File: config.mk
export PLATFORM = sky130hd
export DESIGN_NAME = autoneg_advertisement_register
export DESIGN_NICKNAME = d
export VERILOG_FILES = /design/src/logic/anar_pkg.sv /design/src/logic/autoneg_advertisement_register.sv
export SDC_FILE = /design/constraint.sdc
export NUM_CORES = 1
export LEC_CHECK = 0
export BUFFER_PORTS_ARGS = -buffer_cell sky130_fd_sc_hd__buf_2
export CORE_ASPECT_RATIO = 0.75
export CORE_MARGIN = 4
export CORE_UTILIZATION = 28
export CTS_CLUSTER_SIZE = 16
export DETAILED_ROUTE_END_ITERATION = 10
export SLEW_MARGIN = 20
export SYNTH_ARGS = -nofsm -noshare
export SYNTH_HDL_FRONTEND = slang
export SYNTH_SLANG_ARGS = --single-unit
File: constraint.sdc
create_clock -name aclk -period 3.24 [get_ports aclk]
set_input_delay 0.81 -clock aclk [delete_from_list [all_inputs] [get_ports aclk]]
set_output_delay 0.81 -clock aclk [all_outputs]
set_load 0.02 [all_outputs]
File: src/logic/anar_pkg.sv
// Package: register map, field layout and types for the advertisement block
package anar_pkg;

  // Register byte addresses
  localparam logic [7:0] ADDR_ABILITY = 8'h10;
  localparam logic [7:0] ADDR_STRAP = 8'h14;
  localparam logic [7:0] ADDR_CTRL = 8'h18;
  localparam logic [7:0] ADDR_PAGE = 8'h1c;

  // Field positions in the ability word
  localparam int POS_NEXT_PAGE = 15;
  localparam int POS_RSVD_HI = 14;
  localparam int POS_REMOTE_FAULT = 13;
  localparam int POS_RSVD_LO = 12;
  localparam int POS_ASYM_PAUSE = 11;
  localparam int POS_PAUSE = 10;
  localparam int POS_T4 = 9;
  localparam int POS_TX_FD = 8;
  localparam int POS_TX_HD = 7;
  localparam int POS_T_FD = 6;
  localparam int POS_T_HD = 5;
  localparam int POS_SEL_LO = 0;
  localparam int SEL_W = 5;

  // Bits software may change; reserved positions excluded
  localparam logic [15:0] WRITABLE_MASK = 16'hafff;

  // Selector codes and reset value of fixed fields
  localparam logic [4:0] SEL_802_3 = 5'h01;
  localparam logic [4:0] SEL_802_9 = 5'h02;
  localparam logic [4:0] SEL_RSVD_LOW = 5'h00;
  localparam logic [4:0] SEL_RSVD_HIGH = 5'h1f;
  localparam logic [15:0] ABILITY_FIXED_RESET = 16'h0001;

  // Control register bits
  localparam int CTRL_START = 0;
  localparam int CTRL_SEL_VALID = 1;

  // AXI responses
  localparam logic [1:0] RESP_OKAY = 2'h0;
  localparam logic [1:0] RESP_SLVERR = 2'h2;

  // Strap pins sampled at reset
  typedef struct packed {
    logic pause;
    logic tx_fd;
    logic tx_hd;
    logic t_fd;
    logic t_hd;
  } strap_t;

  // Base page handed to the negotiation engine
  typedef struct packed {
    logic valid;
    logic [15:0] word;
  } page_t;

  // Capture state; Gray order along the path
  typedef enum logic [1:0] {
    ST_IDLE = 2'b00,
    ST_LOAD = 2'b01,
    ST_HOLD = 2'b11
  } page_state_t;

endpackage

File: src/logic/autoneg_advertisement_register.sv
// Auto-negotiation advertisement register with AXI4-Lite access
`timescale 1ns/1ns
module autoneg_advertisement_register
  import anar_pkg::*;
(
  input wire logic aclk,
  input wire logic aresetn,
  input wire logic [7:0] awaddr,
  input wire logic awvalid,
  output logic awready,
  input wire logic [31:0] wdata,
  input wire logic [3:0] wstrb,
  input wire logic wvalid,
  output logic wready,
  output logic [1:0] bresp,
  output logic bvalid,
  input wire logic bready,
  input wire logic [7:0] araddr,
  input wire logic arvalid,
  output logic arready,
  output logic [31:0] rdata,
  output logic [1:0] rresp,
  output logic rvalid,
  input wire logic rready,
  input wire anar_pkg::strap_t strap,
  input wire logic negotiation_start,
  output anar_pkg::page_t base_page,
  output logic [15:0] ability
);
  import anar_pkg::*;

  logic aw_held;
  logic w_held;
  logic [7:0] aw_addr_q;
  logic [31:0] w_data_q;
  logic [3:0] w_strb_q;
  logic in_reset;
  logic start_pending;
  logic sw_start;
  logic do_write;
  logic [15:0] next_ability;
  logic [15:0] wr_merged;
  page_state_t page_state;

  // True when a selector code is one software may use
  function automatic logic sel_ok(input logic [4:0] code);
    sel_ok = (code == SEL_802_3) || (code == SEL_802_9);
  endfunction

  // True when an address decodes to a mapped register
  function automatic logic addr_hit(input logic [7:0] a);
    addr_hit = (a == ADDR_ABILITY) || (a == ADDR_STRAP) ||
               (a == ADDR_CTRL) || (a == ADDR_PAGE);
  endfunction

  // Ready only while the matching half is not yet captured
  assign awready = !aw_held && !bvalid;
  assign wready = !w_held && !bvalid;
  assign do_write = aw_held && w_held && !bvalid;

  // Address and data may arrive in either order
  always_ff @(posedge aclk) begin
    if (!aresetn) begin
      aw_held <= 1'b0;
      aw_addr_q <= 8'h00;
    end else if (awvalid && awready) begin
      aw_held <= 1'b1;
      aw_addr_q <= awaddr;
    end else if (do_write) begin
      aw_held <= 1'b0;
    end
  end

  always_ff @(posedge aclk) begin
    if (!aresetn) begin
      w_held <= 1'b0;
      w_data_q <= 32'h0000_0000;
      w_strb_q <= 4'h0;
    end else if (wvalid && wready) begin
      w_held <= 1'b1;
      w_data_q <= wdata;
      w_strb_q <= wstrb;
    end else if (do_write) begin
      w_held <= 1'b0;
    end
  end

  // Write response one cycle after both halves are in
  always_ff @(posedge aclk) begin
    if (!aresetn) begin
      bvalid <= 1'b0;
      bresp <= RESP_OKAY;
    end else if (do_write) begin
      bvalid <= 1'b1;
      bresp <= addr_hit(aw_addr_q) ? RESP_OKAY : RESP_SLVERR;
    end else if (bready) begin
      bvalid <= 1'b0;
    end
  end

  // Byte-lane merge; reserved positions forced to zero
  always_comb begin
    wr_merged = ability;
    if (w_strb_q[0]) begin
      wr_merged[7:0] = w_data_q[7:0];
    end
    if (w_strb_q[1]) begin
      wr_merged[15:8] = w_data_q[15:8];
    end
    wr_merged = wr_merged & WRITABLE_MASK;
  end

  // Flag set while reset is held; strap levels are caught on the first edge after release
  always_ff @(posedge aclk) begin
    if (!aresetn) begin
      in_reset <= 1'b1;
    end else begin
      in_reset <= 1'b0;
    end
  end

  // Next ability value: strap load first cycle out of reset, else writes
  always_comb begin
    next_ability = ability;
    if (in_reset) begin
      next_ability = ABILITY_FIXED_RESET;
      next_ability[POS_PAUSE] = strap.pause;
      next_ability[POS_TX_FD] = strap.tx_fd;
      next_ability[POS_TX_HD] = strap.tx_hd;
      next_ability[POS_T_FD] = strap.t_fd;
      next_ability[POS_T_HD] = strap.t_hd;
    end else if (do_write && aw_addr_q == ADDR_ABILITY) begin
      // Bits 15,13,11..0 all read/write
      next_ability = wr_merged;
    end
  end

  // Reset takes constants; strap levels land on the first released edge
  always_ff @(posedge aclk) begin
    if (!aresetn) begin
      ability <= ABILITY_FIXED_RESET;
    end else begin
      ability <= next_ability;
    end
  end

  // Software start through the control register, bit 0
  assign sw_start = do_write && aw_addr_q == ADDR_CTRL &&
                    w_strb_q[0] && w_data_q[CTRL_START];

  // Latest contents are sampled at each start, never an older copy
  always_ff @(posedge aclk) begin
    if (!aresetn) begin
      start_pending <= 1'b0;
    end else begin
      start_pending <= negotiation_start || sw_start;
    end
  end

  // Page capture: load on a start, then hold until the next one
  always_ff @(posedge aclk) begin
    if (!aresetn) begin
      page_state <= ST_IDLE;
      base_page <= '0;
    end else begin
      case (page_state)
        ST_IDLE: begin
          if (start_pending) begin
            page_state <= ST_LOAD;
          end
        end
        ST_LOAD: begin
          base_page.word <= ability;
          base_page.valid <= 1'b1;
          page_state <= ST_HOLD;
        end
        ST_HOLD: begin
          // A later write waits for the next start
          if (start_pending) begin
            page_state <= ST_LOAD;
          end
        end
        default: begin
          page_state <= ST_IDLE;
        end
      endcase
    end
  end

  // Read channel; one read outstanding, data registered
  assign arready = !rvalid;

  always_ff @(posedge aclk) begin
    if (!aresetn) begin
      rvalid <= 1'b0;
      rdata <= 32'h0000_0000;
      rresp <= RESP_OKAY;
    end else if (arvalid && arready) begin
      rvalid <= 1'b1;
      rresp <= addr_hit(araddr) ? RESP_OKAY : RESP_SLVERR;
      case (araddr)
        // Reserved bits are stored as zero so they read zero
        ADDR_ABILITY: rdata <= {16'h0000, ability};
        ADDR_STRAP: rdata <= {27'h0000000, strap};
        // Status flag helps software honour the selector code limits
        ADDR_CTRL: rdata <= {30'h00000000,
                             sel_ok(ability[SEL_W-1:POS_SEL_LO]),
                             1'b0};
        ADDR_PAGE: rdata <= {15'h0000, base_page};
        default: rdata <= 32'h0000_0000;
      endcase
    end else if (rready) begin
      rvalid <= 1'b0;
    end
  end

endmodule

**Yosys cells after proc, flatten, opt, wreduce, memory -nomap -nowiden**

Cells that the tools add are included.

- Equal/unequal tests: 13
- Mux-type cells: 17
- Bitwise operators: 1
- Reductions and logical operators: 37

Operators with widths:

| operator | number |
|---|---|
| case mux 17 bit (4 select lines) | 1 |
| == test 8 x 5 -> 1 bit (second input constant) | 8 |
| 2-to-1 mux 11 bit | 2 |
| nonzero test 2 bit | 7 |
| logical AND 1 bit | 11 |
| logical OR 1 bit | 8 |
| 2-to-1 mux 1 bit | 8 |
| 2-to-1 mux 8 bit | 1 |
| AND reduction 2 bit | 4 |
| 2-to-1 mux 2 bit | 3 |
| == test 5 x 1 -> 1 bit (second input constant) | 1 |
| == test 5 x 2 -> 1 bit (second input constant) | 1 |
| logical NOT 1 bit | 4 |
| case mux 2 bit (2 select lines) | 1 |
| OR reduction 2 bit | 2 |
| 2-to-1 mux 3 bit | 1 |
| == test 2 x 1 -> 1 bit (second input constant) | 1 |
| == test 2 bit (second input constant) | 1 |
| logical NOT 2 bit | 1 |
| inequality test 2 x 1 -> 1 bit (second input constant) | 1 |
| NOT 1 bit | 1 |

- Register bits: 99
- Bits of input ports: 65
- Output and inout port bits: 74
- Logic and storage cells: 87

**Longest topological paths before layout**

- Depth in word-level cells: 6
- Gate-level depth with buffers: 7
- Gate-level depth less buffers: 5

**Worst setup path after synthesis**

Ideal clock, no wire load.

- Path type: input -> register
- Start: in araddr[2]
- End: reg rdata[1]
- Library setup time: 130 ps
- Arrival: 1845 ps
- Data required time: 3110 ps
- Slack: 1265 ps
- Stages on the path: 6
- Buffers on the path: 3
- Cell sequence: buf_2 and2_1 clkbuf_1 buf_6 a2111oi_0 nor3_1

- Longest elaborated chain between the ends: 2
- Elaborated cells on any way between the ends: 5
- Classes of those cells: 4 x eq/ne; 1 x mux

Ends and longest elaborated chain:

| item | line | RTL |
|---|---|---|
| start: declaration | autoneg_advertisement_register.sv:18 | `input wire logic [7:0] araddr,` |
| == test 8 x 5 -> 1 bit | autoneg_advertisement_register.sv:201 | `case (araddr)` |
| case mux 17 bit (4 select lines) * | autoneg_advertisement_register.sv:201 |  |
| end signal: assignment | autoneg_advertisement_register.sv:203 | `ADDR_ABILITY: rdata <= {16'h0000, ability};` |
| end signal: assignment | autoneg_advertisement_register.sv:204 | `ADDR_STRAP: rdata <= {27'h0000000, strap};` |
| end signal: assignment | autoneg_advertisement_register.sv:206 | `ADDR_CTRL: rdata <= {30'h00000000,` |
| end: declaration | autoneg_advertisement_register.sv:21 | `output logic [31:0] rdata,` |

Mark *: on every way between the ends. The rest lies on a longest branch, timed or not.
A chain may end at the register's enable or synchronous reset.

**Worst setup path after layout**

- Start: in araddr[5]
- End: reg rdata[1]

Same word-level chain as after synthesis.

==> summary.md <==
| Metric | Value |
|---|---|
| Status | `finished clean` |
| First-pass GRT wire length | `13960 µm` |
| CP Max Fanout | `16` |
| # hold bufs at CTS | `0` |
| RSZ-0062 raised after global routing | `no` |
| Max Cap Viol | `0` |
| Min Clock Period, post-route | `2.052 ns` |
| Synthesized cell area | `3352 µm²` |
| Ant diodes | `0` |
| Switch share | `0.2560` |
| Crit path DAT | `2.31 ns` |
| Area Growth Syn to Fin | `22.51%` |
| CP max stage cell | `or4b_4` |
| Total Neg Setup Slack | `0 ns` |
| Syn avg cell area | `8.844 µm²` |
| Final worst setup slack | `1.188 ns` |
| Vias | `2827` |
| Antenna violations before repair | `0` |
| Seq. cell area | `1562 µm²` |
| Total Nets Final | `533` |
| Clock share of power | `0.415` |
| Post-CTS setup buffers | `0` |
| CTS resizes | `0` |
| Achievable Freq | `487.3 MHz` |
| ANT nets after route | `0` |
| Post-synthesis xor/xnor area fraction | `0.002613` |
| Final WL | `8787 µm` |
| Worst Path Required | `3.49 ns` |
| PD cells | `562.6 nW/µm²` |
| Clk buf depth | `2` |
| Cell Chain, Critical Path | `buf_2 > or4b_4 > nor3_4 > mux2i_1 > nor3_1` |
| Kind of critical path | `in2reg` |
| CTS tree | `yes` |
| CP startpoint kind | `input pin` |
| P_sw | `0.5914 mW` |
| Peak supply drop | `0.0003203 V` |
| Clk Tree Root Cell | `clkbuf_16` |
| First drt pass iteration count | `4` |
| Placed insts | `616` |
| Flops & latches, synth | `78` |
| FP Rows | `34` |
| Seq pwr share | `0.451` |
| Fin util | `0.3523` |
| Critical Path Source | `araddr[5]` |
| Reg2Reg Capture Point | `ability[0]$_SDFFE_PP1P_` |
| Reg-to-reg slack, setup | `1.54 ns` |
| CTS Buf Count | `9` |
| Worst-skew pair later-pin latency | `0.33 ns` |
| Yosys Warn Count | `0` |
| Hold Path Origin | `rdata[9]$_SDFFE_PN0P_` |
| Max_slew headroom | `0.3641` |
| Final-report setup violation count | `0` |
| Core Region | `11660 µm²` |
| DRC | `0` |
| Placed instance area | `3829 µm²` |
| Area of the multi-input gates | `1540 µm²` |
| FILL cells | `1242` |
| Clk_skew | `0.008486 ns` |
| DP Worst Slack | `0.8476 ns` |
| Pin count of the biggest net entering global routing | `30` |
| Crit end category | `flip-flop` |
| Fin area | `4106 µm²` |
| Largest family of logic cells by synthesized area | `simple AND/OR/NAND/NOR gates` |
| I/O Buffers | `95` |
| Adder-Cell Fraction of Synth Area | `0.01120` |
| CTS sink count | `78` |
| Share of layout cells above drive strength 1 | `0.2527` |
| Final period utilization | `0.6334` |
| Combinational Power Share | `0.134` |
| H-tree depth | `3` |
| RR Startpoint | `aw_addr_q[5]$_SDFFE_PN0P_` |
| Final Hold Vio Count | `0` |
| Mux contribution to synthesized area | `0.1015` |
| Placer Congestion | `0.8529` |
| Starting DRT DRC Count | `136` |
| Ports | `139` |
| Post-synthesis compound-gate area fraction | `0.1295` |
| DIE HEIGHT | `102.8 µm` |
| Finished Layout Cells | `629` |
| Cells after Synth | `379` |
| Initial Utilization | `0.2876` |
| Max stage delay on crit path | `0.54 ns` |
| Fin. max-slew vios | `0` |
| Internal power | `1.719 mW` |
| Vias/cell | `4.494` |
| Hold WC Path Type | `reg2reg` |
| Hpwl dp | `6727 µm` |
| Grt ovf | `0` |
| Fraction of the mapped netlist area in simple logic gates | `0.1889` |
| Design Power | `2.310 mW` |
| Reg2Reg Depth | `3` |
| Post-DR wirelength/cell | `13.97 µm` |
| Measured slew at the worst slew-check pin | `0.9538 ns` |
| Vias in the first global route | `2775` |
| Leakage | `1.888 nW` |
| Synth unique cells | `36` |
| Die area | `13800 µm²` |
| Seq/Total Area, Yosys | `0.4658` |
| Worst hold slack | `0.4510 ns` |
| Total track usage | `0.1310` |
| End of the critical path | `rdata[1]$_SDFFE_PN0P_` |
| Chip width | `134.3 µm` |
| Clock-pin slew on the worst setup and hold paths | `0.05 ns` |
## critical path, delay by kind of cell
| family | cells | cell delay [ns] |
|---|---|---|
| buffers and inverters | 1 | 0.09 |
| AND/OR/NAND/NOR | 3 | 1.25 |
| multiplexers | 1 | 0.16 |
## Yosys cell counts
library cell,instances,share of area
a2111oi_0,1,0.0026
a211o_1,1,0.0026
a211oi_1,2,0.0045
a21oi_1,49,0.073
a22o_1,9,0.024
and2_1,3,0.0056
and4bb_2,1,0.0037
buf_1,2,0.0022
buf_2,4,0.0060
buf_4,24,0.054
buf_6,5,0.017
clkbuf_1,9,0.010
conb_1,1,0.0011
dfxtp_1,78,0.47
dlygate4sd1_1,1,0.0026
ha_1,3,0.011
inv_1,6,0.0067
inv_2,1,0.0011
mux2i_1,34,0.10
nand2_1,67,0.075
nand2b_1,2,0.0037
nand3_1,15,0.022
nand3b_1,1,0.0022
nand4_1,1,0.0019
nand4_2,2,0.0075
nor2_1,34,0.038
nor2b_1,4,0.0075
nor3_1,2,0.0030
nor3_4,1,0.0049
nor4_4,1,0.0063
o21a_1,1,0.0022
o21ai_0,7,0.010
o2bb2ai_1,4,0.010
or4b_2,1,0.0030
or4b_4,1,0.0041
xnor2_1,1,0.0026
## placed cells by master (no fill, tap or decap), drive strengths merged, types with 4 or more instances in the layout
cell / synthesis / routed
a21oi: 49 / 49
a22o: 9 / 9
buf: 35 / 98
clkbuf: 9 / 11
conb: 1 / 23
dfxtp: 78 / 78
inv: 7 / 7
mux2i: 34 / 34
nand2: 67 / 67
nand3: 15 / 15
nor2: 34 / 34
nor2b: 4 / 4
o21ai: 7 / 7
o2bb2ai: 4 / 4
## worst min path at each step
stage,endpoint,slack (ns),cells after the start
after global placement,aw_addr_q[4]$_SDFFE_PN0P_,0.44,2
after CTS,rdata[9]$_SDFFE_PN0P_,0.45,2
after detailed placement,rdata[9]$_SDFFE_PN0P_,0.45,2
after global routing,w_data_q[13]$_SDFFE_PN0P_,0.48,2
final,rdata[9]$_SDFFE_PN0P_,0.45,2
after floorplan,aw_addr_q[4]$_SDFFE_PN0P_,0.43,2
## final cells by class
| type | count | share of cell area |
|---|---|---|
| tap | 162 | 0.04936 |
| inverter | 7 | 0.006399 |
| multi-input combinational | 271 | 0.3751 |
| timing repair buffer | 98 | 0.1213 |
| clock inverter | 2 | 0.008531 |
| clock buffer | 11 | 0.05911 |
| sequential | 78 | 0.3803 |
## per-layer routing
layer / global-route usage / part of all wire / vias up
li1: - / - / 1412
met4: 0.03912 / 0.0084 / 0
met3: 0.04634 / 0.060 / 7
met1: 0.1700 / 0.47 / 1325
met2: 0.2077 / 0.46 / 83
met5: 0 / 0 / -
## cell families (layout without fill, tap and decap cells)
logic type | after synthesis | after routing
buffers and inverters | 52 | 118
DFF | 78 | 78
other | 1 | 23
muxes | 34 | 34
adders and majority gates | 3 | 3
xor gates and xnor gates | 1 | 1
and+or+nand+nor | 136 | 136
AOI/OAI and AO/OA | 74 | 74
## sequential cells by signal (all words and copies together) (netlist names)
register and cells:
bresp 1, page_state 2, start_pending 1, rresp 1
rvalid 1, rdata 15, in_reset 1, aw_addr_q 8
w_data_q 14, aw_held 1, w_held 1, ability 14
w_strb_q 2, base_page 15, bvalid 1
## power by group through the flow
stage / clock network [mW] / logic, mW / registers [mW]
floorplan: 0 / 0.226 / 1.07
global placement: 0 / 0.307 / 1.06
detailed placement: 0 / 0.315 / 1.06
CTS: 0.991 / 0.315 / 1.04
global route: 1.04 / 0.347 / 1.05
finish: 0.958 / 0.310 / 1.04
Note: power is estimated with default switching activity, not from simulation.
